==> src/rtl/port_l_gpio_regs.vh <==
/*
 * register offsets, field positions, reset values and timing for the port L gpio block.
 * assumes a 32-bit classic wishbone slave with byte addresses.
 */
`ifndef PORT_L_GPIO_REGS_VH
`define PORT_L_GPIO_REGS_VH

`define PORT_OUTPUT_LATCH_ADDR 32'hFFFFF75E
`define PORT_PIN_LEVEL_ADDR    32'hFFFFF788
`define PORT_PIN_COUNT         14
`define PORT_PIN_MSB           13
`define PORT_LATCH_RESET       14'h0000
`define PORT_REG_WIDTH         16
`define PORT_RSVD_ZERO         2'h0
`define PORT_ACCESS_WAIT       3'h4
`define PORT_UNMAPPED_DATA     32'h00000000

`endif

==> src/rtl/port_l_gpio.v <==
/*
 * port L general purpose io: output latch register, pin level register,
 * per-pin drive control, classic wishbone slave.
 * assumes direction and function select come from an outside controller,
 * and that standby and watchdog reset qualifiers are supplied as levels.
 */
// Added by the designer: the Wishbone register port.
`timescale 1ns/1ps
`include "port_l_gpio_regs.vh"

module port_l_gpio (
    // clock and reset
    input  wire        clk,
    input  wire        rstn,
    // power state
    input  wire        wdtReset,
    input  wire        hwStandby,
    // wishbone slave
    input  wire        wb_cyc_i,
    input  wire        wb_stb_i,
    input  wire        wb_we_i,
    input  wire [31:0] wb_adr_i,
    input  wire [3:0]  wb_sel_i,
    input  wire [31:0] wb_dat_i,
    output reg  [31:0] wb_dat_o,
    output reg         wb_ack_o,
    // port control
    input  wire [13:0] pinDirectionSelect,
    input  wire [13:0] generalFunction,
    input  wire [13:0] peripheralOut,
    // pins
    input  wire [13:0] pinIn,
    output reg  [13:0] pinOut,
    output reg  [13:0] pinOeN
);

////////////////////////////////////////////////////////////////////////////////

localparam ST_IDLE = 2'h0;
localparam ST_WAIT = 2'h1;
localparam ST_ACK  = 2'h2;
localparam ST_DONE = 2'h3;

reg  [13:0] latchBits_reg;
reg  [13:0] latchBits_next;
reg  [13:0] syncStage1_reg;
reg  [13:0] levelBits_reg;
reg  [1:0]  state_reg;
reg  [1:0]  state_next;
reg  [2:0]  waitCount_reg;
reg  [2:0]  waitCount_next;
reg  [31:0] readData;
reg  [13:0] latchView;
reg  [15:0] laneWord;
wire        request;
wire        hitLatch;
wire        hitLevel;
wire [15:0] writeMask;

// picks the 16-bit half and byte lanes of a word for a halfword register
function [15:0] lane_mask;
    input [31:0] adr;
    input [3:0]  sel;
    begin
        if (adr[1]) begin
            lane_mask = {{8{sel[1]}}, {8{sel[0]}}};
        end else begin
            lane_mask = {{8{sel[3]}}, {8{sel[2]}}};
        end
    end
endfunction

function reg_hit;
    input [31:0] adr;
    input [31:0] base;
    begin
        reg_hit = (adr[31:2] == base[31:2]);
    end
endfunction

assign request   = wb_cyc_i & wb_stb_i;
assign hitLatch  = reg_hit(wb_adr_i, `PORT_OUTPUT_LATCH_ADDR);
assign hitLevel  = reg_hit(wb_adr_i, `PORT_PIN_LEVEL_ADDR);
assign writeMask = lane_mask(wb_adr_i, wb_sel_i);

////////////////////////////////////////////////////////////////////////////////
// pin synchroniser

always @(posedge clk or negedge rstn) begin
    if (!rstn) begin
        syncStage1_reg <= 14'h0000;
        levelBits_reg  <= 14'h0000;
    end else begin
        syncStage1_reg <= pinIn;
        levelBits_reg  <= syncStage1_reg;
    end
end

////////////////////////////////////////////////////////////////////////////////
// bus timing: four cycles from take to ack

always @* begin
    state_next     = state_reg;
    waitCount_next = waitCount_reg;
    case (state_reg)
        ST_IDLE: begin
            if (request) begin
                state_next     = ST_WAIT;
                waitCount_next = 3'h1;
            end
        end
        ST_WAIT: begin
            waitCount_next = waitCount_reg + 3'h1;
            if (waitCount_reg == (`PORT_ACCESS_WAIT - 3'h1)) begin
                state_next = ST_ACK;
            end
        end
        ST_ACK: begin
            state_next = ST_DONE;
        end
        ST_DONE: begin
            if (!request) begin
                state_next = ST_IDLE;
            end
        end
        default: begin
            state_next = ST_IDLE;
        end
    endcase
end

////////////////////////////////////////////////////////////////////////////////
// register read and write

always @* begin
    latchView = (latchBits_reg & pinDirectionSelect)
              | (levelBits_reg & ~pinDirectionSelect);
    readData  = `PORT_UNMAPPED_DATA;
    laneWord  = 16'h0000;
    if (hitLatch) begin
        laneWord = {`PORT_RSVD_ZERO, latchView};
    end else if (hitLevel) begin
        laneWord = {`PORT_RSVD_ZERO, levelBits_reg};
    end
    if (wb_adr_i[1]) begin
        readData = {16'h0000, laneWord};
    end else begin
        readData = {laneWord, 16'h0000};
    end
end

always @* begin
    latchBits_next = latchBits_reg;
    if (state_reg == ST_WAIT && waitCount_reg == (`PORT_ACCESS_WAIT - 3'h1)
        && wb_we_i && hitLatch) begin
        // byte lanes only, reserved bits dropped
        if (wb_adr_i[1]) begin
            latchBits_next = (latchBits_reg & ~writeMask[13:0])
                           | (wb_dat_i[13:0] & writeMask[13:0]);
        end else begin
            latchBits_next = (latchBits_reg & ~writeMask[13:0])
                           | (wb_dat_i[29:16] & writeMask[13:0]);
        end
    end
end

always @(posedge clk or negedge rstn) begin
    if (!rstn) begin
        state_reg     <= ST_IDLE;
        waitCount_reg <= 3'h0;
        latchBits_reg <= `PORT_LATCH_RESET;
        wb_ack_o      <= 1'b0;
        wb_dat_o      <= 32'h00000000;
    end else begin
        state_reg     <= state_next;
        waitCount_reg <= waitCount_next;
        if (hwStandby) begin
            latchBits_reg <= `PORT_LATCH_RESET;
        end else begin
            latchBits_reg <= latchBits_next;
        end
        wb_ack_o <= (state_next == ST_ACK);
        if (state_next == ST_ACK && !wb_we_i) begin
            wb_dat_o <= readData;
        end
    end
end

////////////////////////////////////////////////////////////////////////////////
// pin drive

always @(posedge clk or negedge rstn) begin
    if (!rstn) begin
        pinOut <= 14'h0000;
        pinOeN <= 14'h3FFF;
    end else begin
        pinOeN <= ~pinDirectionSelect;
        if (hwStandby) begin
            // a cleared latch must not leak a same-cycle write onto the pins
            pinOut <= peripheralOut & ~generalFunction;
        end else begin
            pinOut <= (latchBits_next & generalFunction)
                    | (peripheralOut & ~generalFunction);
        end
    end
end

endmodule // port_l_gpio

==> config.mk <==
export PLATFORM = sky130hd
export DESIGN_NAME = port_l_gpio
export DESIGN_NICKNAME = d
export VERILOG_FILES = /design/src/rtl/port_l_gpio.v
export VERILOG_INCLUDE_DIRS = /design/src /design/src/rtl
export SDC_FILE = /design/constraint.sdc
export NUM_CORES = 1
export LEC_CHECK = 0
export ABC_AREA = 1
export BUFFER_PORTS_ARGS = -buffer_cell sky130_fd_sc_hd__buf_2
export CELL_PAD_IN_SITES_DETAIL_PLACEMENT = 1
export CELL_PAD_IN_SITES_GLOBAL_PLACEMENT = 1
export CORE_ASPECT_RATIO = 0.7
export CORE_MARGIN = 1
export CORE_UTILIZATION = 37
export DETAILED_ROUTE_END_ITERATION = 10
export GPL_TIMING_DRIVEN = 0
export HOLD_SLACK_MARGIN = 0.02
export PLACE_DENSITY = 0.84
export SLEW_MARGIN = 20
export SYNTH_ARGS = -nofsm -noshare
export SYNTH_HDL_FRONTEND = slang
export SYNTH_SLANG_ARGS = --single-unit
==> constraint.sdc <==
create_clock -name clk -period 2.74 [get_ports clk]
set_input_delay 0.548 -clock clk [delete_from_list [all_inputs] [get_ports clk]]
set_output_delay 0.548 -clock clk [all_outputs]
set_load 0.01 [all_outputs]
### Yosys cells after proc, flatten, opt, wreduce, memory -nomap -nowiden

Index checks and enable logic that the tools add are counted.

| storage, ports and cells | value |
|---|---|
| register bits after elaboration | 108 |
| bits of input ports | 131 |
| output and inout bits | 61 |
| word-level logic and storage cells | 55 |

| cells by class | value |
|---|---|
| add/sub/neg operators | 1 |
| equality and inequality tests | 8 |
| muxes and demuxes | 14 |
| bitwise gates (word level) | 15 |
| reductions and logical operators | 8 |

Operators with widths:

| cell | count |
|---|---|
| 14-bit AND | 7 |
| 14-bit 2-to-1 mux | 7 |
| 30-bit == test, second input constant | 2 |
| 14-bit OR | 4 |
| 14-bit inverter | 3 |
| 32-bit 2-to-1 mux | 1 |
| 2-bit case mux with 4 select lines | 1 |
| 2-bit == test, second input constant | 3 |
| 2-bit 2-to-1 mux | 3 |
| 3-bit case mux with 2 select lines | 1 |
| 1-bit logical AND | 4 |
| 3-bit by 1-bit adder with 3-bit output, second input constant | 1 |
| 3-bit by 2-bit == test with 1-bit output, second input constant | 1 |
| 3-bit 2-to-1 mux | 1 |
| 2-bit by 1-bit == test with 1-bit output, second input constant | 1 |
| 2-bit zero test | 1 |
| 2-bit != test, second input constant | 1 |
| 2-bit AND reduction | 1 |
| 2-bit nonzero test | 1 |
| 1-bit AND | 1 |
| 1-bit zero test | 1 |

### Logic depth before layout (Yosys ltp)

| depth | value |
|---|---|
| word-level depth | 9 |
| mapped depth | 11 |
| depth with buffers taken out | 10 |

### Least setup slack after synthesis

OpenSTA, ideal clock, no wires.

| path | value |
|---|---|
| path kind | input -> register |
| from | input wb_adr_i[7] |
| to | register pinOut[10] |
| setup time | 0.118 ns |
| arrival | 1.440 ns |
| data required time | 2.622 ns |
| slack | 1.182 ns |
| cell stages on the path | 11 |
| path buffers | 1 |
| cell sequence | inv_1 nand2_1 nor2_1 nand2_1 nor2_4 nand3_2 buf_4 nand2_1 nand2_1 nand3_1 nand2_1 |

| on the way | value |
|---|---|
| cells in the longest elaborated chain, start to end | 6 |

RTL lines:

| element | RTL line | source |
|---|---|---|
| from (decl) | port_l_gpio.v:22 | `input wire [31:0] wb_adr_i,` |
| 30-bit == test | port_l_gpio.v:77 | `reg_hit = (adr[31:2] == base[31:2]);` |
| 1-bit logical AND | port_l_gpio.v:154 | `` if (state_reg == ST_WAIT && waitCount_reg == (`PORT_ACCESS_WAIT - 3'h1) `` |
| 14-bit 2-to-1 mux | port_l_gpio.v:154 |  |
| 14-bit AND | port_l_gpio.v:202 | `pinOut <= (latchBits_next & generalFunction)` |
| 14-bit OR | port_l_gpio.v:203 | `\| (peripheralOut & ~generalFunction);` |
| 14-bit 2-to-1 mux | port_l_gpio.v:198 | `if (hwStandby) begin` |
| to (signal assigned) | port_l_gpio.v:200 | `pinOut <= peripheralOut & ~generalFunction;` |
| to (signal assigned) | port_l_gpio.v:202 |  |
| to (decl) | port_l_gpio.v:33 | `output reg [13:0] pinOut,` |

No other way between the ends.
A chain may end at the register's enable or synchronous reset.

### Worst setup path after layout

| path | value |
|---|---|
| from | register waitCount_reg[0] |
| to | register pinOut[12] |

| on the way | value |
|---|---|
| cells in the longest elaborated chain, start to end | 8 |

RTL lines:

| element | RTL line | source |
|---|---|---|
| from (decl) | port_l_gpio.v:50 | `reg [2:0] waitCount_reg;` |
| from (signal assigned) | port_l_gpio.v:176 | `waitCount_reg <= waitCount_next;` |
| 3-bit by 2-bit == test with 1-bit output | port_l_gpio.v:154 |  |
| 1-bit logical AND (3 in series) | port_l_gpio.v:154 |  |
| 14-bit 2-to-1 mux | port_l_gpio.v:154 |  |
| 14-bit AND | port_l_gpio.v:202 |  |
| 14-bit OR | port_l_gpio.v:203 |  |
| 14-bit 2-to-1 mux | port_l_gpio.v:198 |  |

No other way between the ends.

==> qor.txt <==
Ys Warns: 0
Max Cap Violations: 0
crit end category: register
Power Density: 576.4 mW/mm²
met2 usage: 40.56%
total die area: 0.01326 mm²
final wirelength: 14900 µm
mux cell area share after synthesis: 0%
TritonCTS Buffers: 9
drt drc: 0
Pre-antenna DRT Iters: 5
largest net degree at the start of global routing: 68
Post-Synth Simple-Gate Area: 30.81%
layout cells sized above 1: 32.78%
Layout area overhead: 31.15%
maximum clock frequency: 529.4 MHz
H-tree levels: 3
outcome: finished clean
Yosys reg bits: 104
Ant. Diodes: 0
sequential element share of the synthesized area: 55.32%
critical path arrival: 2130 ps
fin crit share: 68.94%
gr ovfl total: 0
Post-Synthesis Cells: 581
Final Hold Fails: 0
critical path peak fanout: 10
Clock Sinks: 104
post-DP HPWL: 11790 µm
CORE AREA: 0.01246 mm²
buffers plus inverters on the worst setup path: 1
Post-CTS Hold Buffers: 0
Largest Register: wb_dat_o
number of synthesized flops with an enable pin: 0
met3 usage: 5.503%
VDD IR max: 0.0003576 V
CP dominant cell by count: nand2_1
HP Class: primary input to asynchronous set/reset pin
Crit Path Category: register to register
Critical Path RT: 2980 ps
top post-synthesis cells by count: nand2_1 (246), dfrtp_1 (90), inv_1 (54)
PortBufs: 180
Slew Limit Fails: 0
DRT iter0 DRCs: 180
Post-CTS Resized: 0
Vias/cell: 4.799
Post-synth ARST share: 100.0%
post-CTS setup buffers: 0
Final setup viols: 0
gpl congestion: 0.8299
crit path cell chain: ha_1, ha_1, nand2_2, nor2_4, nand3_2, buf_4, nand2_1, nand2_1, nand3_1, nand2_1
drt wl/cell: 15.80 µm
clk_skew: 7.137 ps
via count: 4525
Yosys cell types: 25
I/O pins: 192
CTS max path bufs: 2
post-synthesis compound-gate area fraction: 6.077%
initial antenna violation count: 0
Worst-Skew Late Latency: 350 ps
Worst setup SP type: register
GRT busiest layer: met2
initial core utilization: 37.99%
Die W: 137.2 µm
Core Util, Final: 49.83%
Slowest-stage cell, CP: dfrtp_1
Clock Pin Slew Worst Setup and Hold Paths: 70 ps
delay-heaviest family, CP: simple AND/OR/NAND/NOR gates
CP peak stage delay: 380 ps
CTS tree: yes
Leakage: 3.653 nW
nets: 909
largest family of logic cells by synthesized area: simple AND/OR/NAND/NOR gates
GRT Total Usage: 24.15%
max reg flops: 28
leading area contributor after synthesis: dfrtp_1
Area contributors post-synth: dfrtp_1 (48%), nand2_1 (19%), dfstp_2 (7.8%), nand3_1 (4.4%), inv_1 (4.3%)
Synth Area in XOR/XNOR: 0%
first-pass GRT wire length: 24440 µm
CTS root buf: clkbuf_16
number of global-route vias before repair: 4926
Detail Route Antenna Nets: 0
post-route minimum period: 1889 ps
count leader, synth: nand2_1
Adder-Cell Fraction of Synth Area: 0.5284%
Most used DFF post-synth: dfrtp_1
Syn Area/Cell: 8.151 µm²
setup tns final: 0 ps
Cell Area, Synth: 0.004736 mm²
M1 GR Usage: 31.60%
share of the synthesized area in the top cell type: 47.56%
FP Rows: 34
Die Y: 96.66 µm
RSZ-0062 raised after global routing: false
metal layers:
metal	wire [µm]	part of all wire [%]
met5	0	0
met4	144	0.97
met3	771	5.2
met2	7218	48
met1	6766	45
power breakdown:
| group | internal (W) | switching [W] |
|---|---|---|
| Combinational | 0.000194 | 0.000311 |
| Sequential | 0.00162 | 0.0000364 |
| Clock | 0.000816 | 0.000597 |
| Total | 0.00263 | 0.000945 |
cells by family (layout without fill, tap and decap cells):
kind of cell,count (synthesis),count (layout)
adders and majority gates,2,2
buffers and inverters,78,275
and+or+nand+nor,347,347
other,1,4
DFF,104,104
AOI/OAI and AO/OA,49,49
stage by stage:
stage / instances / hold slack (ps) / setup slack (ps) / instance area, µm² / total power, W
2_1_floorplan: 584 / 252.4 / 1182 / 4747 / 0.001951
3_3_place_gp: 926 / 333.3 / 2.016 / 5851 / 0.002154
3_5_place_dp: 927 / 335.5 / 726.6 / 5884 / 0.002198
4_1_cts: 943 / 108.0 / 854.4 / 6211 / 0.003615
5_1_grt: 943 / 120.8 / 749.2 / 6211 / 0.003733
6_report: 943 / 100.2 / 851.2 / 6211 / 0.003580
layout by cell type, fill, tap and decap left out:
cell type	instances
a21oi_1	31
a22o_1	1
buf_1	1
buf_16	1
buf_2	190
buf_4	7
buf_6	2
bufinv_16	2
clkbuf_1	2
clkbuf_16	9
clkinv_4	1
conb_1	4
dfrtp_1	90
dfstp_2	14
ha_1	2
inv_1	54
inv_2	3
inv_6	2
inv_8	1
nand2_1	246
nand2_2	5
nand3_1	42
nand3_2	1
nand4_1	16
nor2_1	29
nor2_2	4
nor2_4	3
nor3_4	1
o21ai_0	6
o21ai_2	10
o22ai_1	1
path summary, 6_finish.rpt:
kind,start,endpoint,slack (ps),depth (start not counted)
worst max-delay path,waitCount_reg[0]$_DFFE_PN0P_,pinOut[12]$_DFF_PN0_,850,10
worst min-delay path,rstn,pinOut[10]$_DFF_PN0_,100,1
worst max register to register,waitCount_reg[0]$_DFFE_PN0P_,pinOut[12]$_DFF_PN0_,850,10
worst min register to register,syncStage1_reg[6]$_DFF_PN0_,levelBits_reg[6]$_DFF_PN0_,350,0
max in group asynchronous,rstn,pinOeN[7]$_DFF_PN1_,1940,2
min in group clk,pinIn[9],syncStage1_reg[9]$_DFF_PN0_,300,1
final cells by class:
type | instances | area (µm²)
plain buffers | 21 | 126.4
clock buffers | 10 | 229.0
clock inverters | 6 | 97.59
fillers | 1581 | 6254
inverters | 57 | 214.0
multi-input cells | 402 | 1787
flip-flops and latches | 104 | 2620
well taps | 162 | 202.7
repair buffers | 181 | 934.6
Power figures use the tool's default switching activity.
